**config.mk**
```make
export PLATFORM = sky130hd
export DESIGN_NAME = bis_top
export DESIGN_NICKNAME = d
export VERILOG_FILES = /design/src/pkg/bis_pkg.sv /design/src/design/bis_sync2.sv /design/src/design/bis_top.sv
export VERILOG_INCLUDE_DIRS = /design/src /design/src/pkg
export SDC_FILE = /design/constraint.sdc
export NUM_CORES = 1
export LEC_CHECK = 0
export ABC_CLOCK_PERIOD_IN_PS = 3200
export BUFFER_PORTS_ARGS = -buffer_cell sky130_fd_sc_hd__clkbuf_2
export CORE_UTILIZATION = 40
export CTS_CLUSTER_DIAMETER = 30
export DETAILED_ROUTE_END_ITERATION = 7
export PLACE_DENSITY_LB_ADDON = 0.08
export SLEW_MARGIN = 20
export SYNTH_ARGS = -nofsm -noshare
export SYNTH_HDL_FRONTEND = slang
export SYNTH_HIERARCHICAL = 1
export SYNTH_SLANG_ARGS = --single-unit
```
**constraint.sdc**
```tcl
create_clock -name ref_clk -period 3.2 [get_ports ref_clk]
set_clock_uncertainty 0.05 [all_clocks]
set_input_delay 0.32 -clock ref_clk [delete_from_list [all_inputs] [get_ports ref_clk]]
set_output_delay 0.32 -clock ref_clk [all_outputs]
set_load 0.03 [all_outputs]
```
**src/pkg/bis_defs.svh**
```systemverilog
`ifndef BIS_DEFS_SVH
`define BIS_DEFS_SVH
// ------------------------------------------------------------
// Constants of the boot interface selector
// ------------------------------------------------------------
// Own I2C slave address, 7 bits
`define BIS_I2C_ADDR 7'h6E
// Serial sync byte
`define BIS_SYNC_BYTE 8'h7F
// Clock rate in Hz
`define BIS_CLK_HZ 10000000
// Slowest host rate the timer must cover, in baud
`define BIS_MIN_BAUD 1200
// Fastest supported host rate, in baud
`define BIS_MAX_BAUD 57600
// Shortest legal bit time in cycles, rounded down
`define BIS_MIN_BIT_CYC (`BIS_CLK_HZ / `BIS_MAX_BAUD)
// Width of the edge timer
`define BIS_TMR_W 16
// Sync byte low span is start bit plus seven ones: one low run of 1 bit
`define BIS_SYNC_LOW_BITS 1
// Data bits per serial frame
`define BIS_DATA_BITS 8
// Bits of an I2C address byte, seven address plus direction
`define BIS_I2C_BITS 4'h8
// Watcher count parked after our address was matched, acknowledged or not
`define BIS_I2C_DONE 4'h9
// Option area base address
`define BIS_OPT_BASE 32'h1FFFF800
// Protection level codes
`define BIS_LVL0 2'h0
`define BIS_LVL1 2'h1
`define BIS_LVL2 2'h2
// Level loaded on every reset of the option store
`define BIS_LVL_RST 2'h0
`endif

```
**src/pkg/bis_pkg.sv**
```systemverilog
package bis_pkg;
    // Selector state
    typedef enum logic [2:0] {
        BIS_IDLE   = 3'b000,
        BIS_POLL   = 3'b001,
        BIS_BAUD_A = 3'b010,
        BIS_BAUD_B = 3'b011,
        BIS_READY  = 3'b100,
        BIS_APP    = 3'b101
    } bis_state_e;
    // Selected interface
    typedef enum logic [1:0] {
        BIS_SEL_NONE = 2'b00,
        BIS_SEL_I2C  = 2'b01,
        BIS_SEL_SA   = 2'b10,
        BIS_SEL_SB   = 2'b11
    } bis_sel_e;
    // Protection level
    typedef logic [1:0] bis_level_t;
endpackage

```
**src/design/bis_sync2.sv**
```systemverilog
`timescale 1ns/1ps
// ------------------------------------------------------------
// Two flop synchroniser for a pin level
// ------------------------------------------------------------
module bis_sync2 (
    // Clock and reset
    input wire logic ref_clk,
    input wire logic rst_n,
    // Asynchronous level and its synchronised copy
    input wire logic pin,
    output logic level
);
    logic meta; // First stage, read only by the second

    // Reset to idle high, the line idle level
    always_ff @(posedge ref_clk) begin
        if (!rst_n) begin
            meta <= 1'b1;
            level <= 1'b1;
        end else begin
            meta <= pin;
            level <= meta;
        end
    end
endmodule

```
**src/design/bis_top.sv**
```systemverilog
`timescale 1ns/1ps
`include "bis_defs.svh"
module bis_top
    import bis_pkg::*;
(
    // Clock and reset
    input wire logic ref_clk,
    input wire logic rst_n,
    // Boot straps
    input wire logic boot_select_pin,
    input wire logic boot_option_bit,
    // Serial receive pins
    input wire logic serial_a_receive,
    input wire logic serial_b_receive,
    // I2C open drain pins
    input wire logic boot_i2c_clock_line_in,
    input wire logic boot_i2c_data_line_in,
    output logic boot_i2c_data_line_out,
    output logic boot_i2c_data_line_oe,
    // Unused serial pins, released to other functions
    output logic serial_pins_released,
    // Protection commands and level
    input wire logic protect_cmd,
    input wire logic unprotect_cmd,
    output bis_level_t protect_level,
    // Boot status
    output logic boot_mode,
    output bis_sel_e selected,
    output logic link_ready,
    output logic serial_a_enable,
    output logic serial_b_enable,
    output logic i2c_enable,
    output logic [`BIS_TMR_W-1:0] baud_divisor
);
    // ------------------------------------------------------------
    // Pin synchronisers
    // ------------------------------------------------------------
    logic sel_pin_s; // Synchronised boot select
    logic opt_s; // Synchronised option bit
    logic ra_s; // Serial A receive level
    logic rb_s; // Serial B receive level
    logic scl_s; // I2C clock level
    logic sda_s; // I2C data level

    bis_sync2 u_s_sel (.ref_clk(ref_clk), .rst_n(rst_n),
        .pin(boot_select_pin), .level(sel_pin_s));
    bis_sync2 u_s_opt (.ref_clk(ref_clk), .rst_n(rst_n),
        .pin(boot_option_bit), .level(opt_s));
    bis_sync2 u_s_ra (.ref_clk(ref_clk), .rst_n(rst_n),
        .pin(serial_a_receive), .level(ra_s));
    bis_sync2 u_s_rb (.ref_clk(ref_clk), .rst_n(rst_n),
        .pin(serial_b_receive), .level(rb_s));
    bis_sync2 u_s_scl (.ref_clk(ref_clk), .rst_n(rst_n),
        .pin(boot_i2c_clock_line_in), .level(scl_s));
    bis_sync2 u_s_sda (.ref_clk(ref_clk), .rst_n(rst_n),
        .pin(boot_i2c_data_line_in), .level(sda_s));

    // ------------------------------------------------------------
    // Selector state
    // ------------------------------------------------------------
    bis_state_e state; // Current state
    bis_state_e next_state; // Next state
    logic [1:0] strap_sh; // Fills over the two synchroniser stages
    // Synchronisers reset high, so straps are valid only once filled
    wire strap_done = strap_sh[1];
    logic ra_d; // Delayed serial A level
    logic rb_d; // Delayed serial B level
    logic [`BIS_TMR_W-1:0] tmr; // Free running edge timer
    logic [`BIS_TMR_W-1:0] t_fall; // Time of start bit fall
    logic [3:0] low_cnt; // Sync byte low runs seen

    // Edge detection on the second synchroniser stage
    wire ra_fall = ra_d & ~ra_s;
    wire rb_fall = rb_d & ~rb_s;
    wire ra_rise = ~ra_d & ra_s;
    wire rb_rise = ~rb_d & rb_s;

    // ------------------------------------------------------------
    // I2C address watcher
    // ------------------------------------------------------------
    logic scl_d; // Delayed clock
    logic sda_d; // Delayed data
    logic i2c_busy; // Between start and stop
    logic [3:0] bit_cnt; // Address bits received
    logic [7:0] shreg; // Address byte shift register
    logic ack_drive; // Pulling data low for acknowledge

    wire i2c_start = scl_s & sda_d & ~sda_s;
    wire i2c_stop = scl_s & ~sda_d & sda_s;
    wire scl_rise = ~scl_d & scl_s;
    wire scl_fall = scl_d & ~scl_s;
    // Address complete and equal to ours, 7-bit mode
    wire addr_done = i2c_busy && (bit_cnt == `BIS_I2C_BITS);
    wire addr_hit = addr_done && (shreg[7:1] == `BIS_I2C_ADDR);

    // Shift in address bits on rising clock after a start
    always_ff @(posedge ref_clk) begin
        if (!rst_n) begin
            scl_d <= 1'b1;
            sda_d <= 1'b1;
            i2c_busy <= 1'b0;
            bit_cnt <= 4'h0;
            shreg <= 8'h00;
        end else begin
            scl_d <= scl_s;
            sda_d <= sda_s;
            if (i2c_start) begin
                i2c_busy <= 1'b1;
                bit_cnt <= 4'h0;
            end else if (i2c_stop) begin
                i2c_busy <= 1'b0;
            end else if (i2c_busy && scl_rise
                         && bit_cnt < `BIS_I2C_BITS) begin
                shreg <= {shreg[6:0], sda_s};
                bit_cnt <= bit_cnt + 4'h1;
            end else if (addr_done && scl_fall && !ack_drive) begin
                // Miss leaves the watcher waiting for next start
                i2c_busy <= addr_hit;
                bit_cnt <= addr_hit ? `BIS_I2C_DONE : 4'h0;
            end
        end
    end

    // Acknowledge our address for one clock period while I2C is enabled
    always_ff @(posedge ref_clk) begin
        if (!rst_n) begin
            ack_drive <= 1'b0;
        end else if (addr_hit && scl_fall && i2c_enable) begin
            ack_drive <= 1'b1;
        end else if (ack_drive && scl_fall) begin
            ack_drive <= 1'b0;
        end
    end

    assign boot_i2c_data_line_out = 1'b0;
    assign boot_i2c_data_line_oe = ack_drive;

    // ------------------------------------------------------------
    // Next state logic
    // ------------------------------------------------------------
    wire boot_ok = sel_pin_s & opt_s;
    wire sync_done = (low_cnt == 4'(`BIS_SYNC_LOW_BITS));

    always_comb begin
        next_state = state;
        case (state)
            BIS_IDLE: begin
                if (strap_done) begin
                    next_state = boot_ok ? BIS_POLL : BIS_APP;
                end
            end
            BIS_POLL: begin
                // First active interface wins; I2C first
                if (addr_hit) begin
                    next_state = BIS_READY;
                end else if (ra_fall) begin
                    next_state = BIS_BAUD_A;
                end else if (rb_fall) begin
                    next_state = BIS_BAUD_B;
                end
            end
            BIS_BAUD_A, BIS_BAUD_B: begin
                if (sync_done) begin
                    next_state = BIS_READY;
                end
            end
            BIS_READY: next_state = BIS_READY; // Waits for commands
            BIS_APP: next_state = BIS_APP;
            default: next_state = BIS_IDLE;
        endcase
    end

    // State register; strap decision waits for real synced levels
    always_ff @(posedge ref_clk) begin
        if (!rst_n) begin
            state <= BIS_IDLE;
            strap_sh <= 2'h0;
        end else begin
            state <= next_state;
            strap_sh <= {strap_sh[0], 1'b1};
        end
    end

    // ------------------------------------------------------------
    // Selection and enables
    // ------------------------------------------------------------
    // Latch the winner; no other interface may take over
    always_ff @(posedge ref_clk) begin
        if (!rst_n) begin
            selected <= BIS_SEL_NONE;
        end else if (state == BIS_POLL) begin
            if (addr_hit) begin
                selected <= BIS_SEL_I2C;
            end else if (ra_fall) begin
                selected <= BIS_SEL_SA;
            end else if (rb_fall) begin
                selected <= BIS_SEL_SB;
            end
        end
    end

    // All polled while searching, only the winner afterwards
    wire polling = (state == BIS_POLL);
    assign i2c_enable = polling || (selected == BIS_SEL_I2C);
    assign serial_a_enable = polling || (selected == BIS_SEL_SA);
    assign serial_b_enable = polling || (selected == BIS_SEL_SB);
    assign boot_mode = (state != BIS_IDLE) && (state != BIS_APP);
    assign link_ready = (state == BIS_READY);
    assign serial_pins_released = 1'b1;

    // ------------------------------------------------------------
    // Automatic baud detection
    // ------------------------------------------------------------
    // Sync byte 0x7F, LSB first: start bit plus seven ones low run
    // is one bit, so fall to first rise is one bit time.
    wire sel_rise = (state == BIS_BAUD_A) ? ra_rise : rb_rise;

    always_ff @(posedge ref_clk) begin
        if (!rst_n) begin
            ra_d <= 1'b1;
            rb_d <= 1'b1;
            tmr <= '0;
            t_fall <= '0;
            low_cnt <= 4'h0;
            baud_divisor <= `BIS_TMR_W'(`BIS_CLK_HZ / `BIS_MIN_BAUD);
        end else begin
            ra_d <= ra_s;
            rb_d <= rb_s;
            tmr <= tmr + `BIS_TMR_W'(1);
            if (polling && (ra_fall || rb_fall)) begin
                t_fall <= tmr;
                low_cnt <= 4'h0;
            end else if ((state == BIS_BAUD_A || state == BIS_BAUD_B)
                         && sel_rise && !sync_done) begin
                // Divisor in cycles per bit for 8E1 frames
                baud_divisor <= tmr - t_fall;
                low_cnt <= low_cnt + 4'h1;
            end
        end
    end

    // ------------------------------------------------------------
    // Read protection level
    // ------------------------------------------------------------
    // Held as if stored at the option area base
    always_ff @(posedge ref_clk) begin
        if (!rst_n) begin
            protect_level <= `BIS_LVL_RST;
        end else if (link_ready && protect_level != `BIS_LVL2) begin
            if (protect_cmd) begin
                protect_level <= `BIS_LVL1;
            end else if (unprotect_cmd) begin
                protect_level <= `BIS_LVL0;
            end
        end
    end
endmodule

```
==> results.tsv <==
metric	value	unit
status	finished clean	
final setup violation count	0	
Power Density	448	nW/um2
# fillers	1064	
Worst Setup Start Kind	register	
Post-synth ARST share	0	
clock-pin slew on the worst setup and hold paths	90	ps
CP Capture Type	register	
Syn Area/Cell	8.64	um2
met1 Use GR	0.245	
clk_lat worst skew	350	ps
wire per inst	12.9	um
drt total wl	8510	um
switching fraction of total power	0.278	
All-Layer GR Usage	0.167	
Fin Setup TNS	0	ps
largest net degree at the start of global routing	46	
initial cell density of the core	0.410	
Required @ worst endpoint	3400	ps
cell taking the most area after synthesis	dfxtp_1	
Slew Viols, Final	0	
# resized after CTS	0	
Tot Pwr	2.09	mW
nets@finish	549	
Die X	105	um
top area cells in the synthesized netlist	dfxtp_1, nand2_1, ha_1	
multi-input logic area	2220	um2
IO Port Bufs	34	
Routed Antenna Nets	0	
top cells by count, synth	dfxtp_1, nand2_1, a21oi_1	
Max-Cap Viols	0	
Clock power frac	0.322	
Die Area	10900	um2
site row count	37	
Root Buffer	clkbuf_8	
ANT cells	0	
DRC viols	0	
Int Pwr	1.51	mW
Syn Std Cell Area	4210	um2
Seq pwr share	0.559	
Final Hold Fails	0	
switching power	0.582	mW
router iterations before antenna repair	4	
Netlist cell types	63	
Hold Path Class	input port to register	
Rel. slew slack	0.529	
Post-DP HPWL	6040	um
share of the synthesized area in the top cell type	0.428	
Reg area	1800	um2
Pleak	1.79	nW
# clock sinks	90	
vias in the first global route	3120	
Least-Margin Pin Slew	705	ps
via count	3302	
Post-CTS Setup Bufs	0	
maximum vdd drop	0.000158	V
Num CTS Buffers	9	
die height	105	um
most used routing layer	met1	
Clock Path Buffers	2	
initial antenna violation count	0	
post-DR vias/cell	5.01	
crit-path max cell delay	410	ps
crit path max-delay cell type	a2111oi_0	
CTS tree	built	
core area	10300	um2
critical path type	register to register	
number of synthesized flops with an enable pin	0	
Synth Warn #	6	
grt met2 use	0.243	
htree depth	3	
combinational power share	0.119	
I/O Pins	38	
WP buf/inv	2	
Layout area overhead	10.9	%
period utilization	0.792	
Syn Inst Count	487	
GR Overflow Total	0	
f_max	0.395	GHz
fin crit period	2530	ps
global placement routability congestion	0.817	
RSZ-0062 raised after global routing	false	
worst endpoint data arrival time	2730	ps
worst-path cell chain	inv_1 > ha_1 > inv_1 > fa_1 > a21o_1 > a221oi_2 > o21ai_1 > a2111oi_0 > o31ai_1 > and2_1	
M3 GR Usage	0.0362	
Primary FF master, synth	dfxtp_1	
most frequent cell after synthesis	dfxtp_1	
hold buffers post-CTS	0	
first-pass GRT wire length	14800	um
detailed router's first-iteration violation count	137	
number of synthesized register bits	90	
share of layout cells above drive strength 1	0.128	
Max FO, Critical Path	5	
crit-path most repeated cell	inv_1	
critical path's top delay family	compound AO/OA/AOI/OAI gates	
sequential area share after synthesis	0.428	
==> through the flow <==
stage / area (um2) / setup slack (ps) / utilization / hold WS [ps] / instances
after global placement: 4500 / 739 / 0.438 / 341 / 643
after floorplan: 4210 / 856 / - / 298 / 488
after CTS: 4670 / 632 / 0.454 / 74.4 / 659
after detailed placement: 4500 / 645 / 0.438 / 345 / 643
after global routing: 4670 / 507 / 0.454 / 77.2 / 659
final: 4670 / 665 / 0.454 / 95.1 / 659
==> state kept, by name, indices dropped and copies added (netlist names), 2 cells and up <==
signal,flops
state,3
baud_divisor,16
strap_sh,2
tmr,16
low_cnt,4
selected,2
bit_cnt,4
shreg,8
t_fall,16
==> layer usage <==
layer,vias up,part of all wire
met5,-,0
met4,0,0.010
met3,5,0.028
met1,1521,0.55
li1,1737,-
met2,39,0.42
==> logic make-up after synthesis <==
family                     after synthesis  synth area share
and+or+nand+nor                        191             0.225
other                                    2           0.00178
xor gates and xnor gates                23            0.0479
buffers and inverters                   46            0.0446
DFF                                     90             0.428
adders and majority gates               21            0.0642
AOI/OAI and AO/OA                      106             0.169
muxes                                    8            0.0190
==> final timing paths <==
path / startpoint / end / slack [ps] / depth (start not counted)
max: tmr[0]$_SDFF_PN0_ / baud_divisor[10]$_SDFFE_PN0P_ / 670 / 10
min: serial_a_receive / u_s_ra/meta$_SDFF_PN1_ / 100 / 2
min reg2reg: u_s_sel/meta$_SDFF_PN1_ / u_s_sel/level$_SDFF_PN1_ / 360 / 1
max reg2reg: tmr[0]$_SDFF_PN0_ / baud_divisor[10]$_SDFFE_PN0P_ / 670 / 10
==> power by group through the flow <==
stage | registers [mW] | clock network [mW] | logic (mW)
3_5_place_dp | 1.20 | 0 | 0.250
4_1_cts | 1.17 | 0.712 | 0.251
2_1_floorplan | 1.19 | 0 | 0.191
6_report | 1.17 | 0.673 | 0.248
3_3_place_gp | 1.20 | 0 | 0.249
5_1_grt | 1.17 | 0.761 | 0.277
==> cell type report <==
| cell class | instances | area share |
|---|---|---|
| Tap cell | 136 | 0.0365 |
| Clock inverter | 7 | 0.00965 |
| Timing Repair Buffer | 38 | 0.0429 |
| Clock buffer | 9 | 0.0265 |
| Inverter | 27 | 0.0217 |
| Multi-Input combinational cell | 352 | 0.477 |
| Sequential cell | 90 | 0.386 |
==> cells in the final DEF (no fill, tap or decap), types with 13 or more instances in the layout <==
cell type,count
dfxtp_1,90
nand2_1,75
a21oi_1,38
clkbuf_2,34
nor2_1,33
inv_1,26
nand2b_1,21
ha_1,20
xor2_1,16
nand3_1,15
o21ai_0,13
Note: power is estimated with default switching activity, not from simulation.
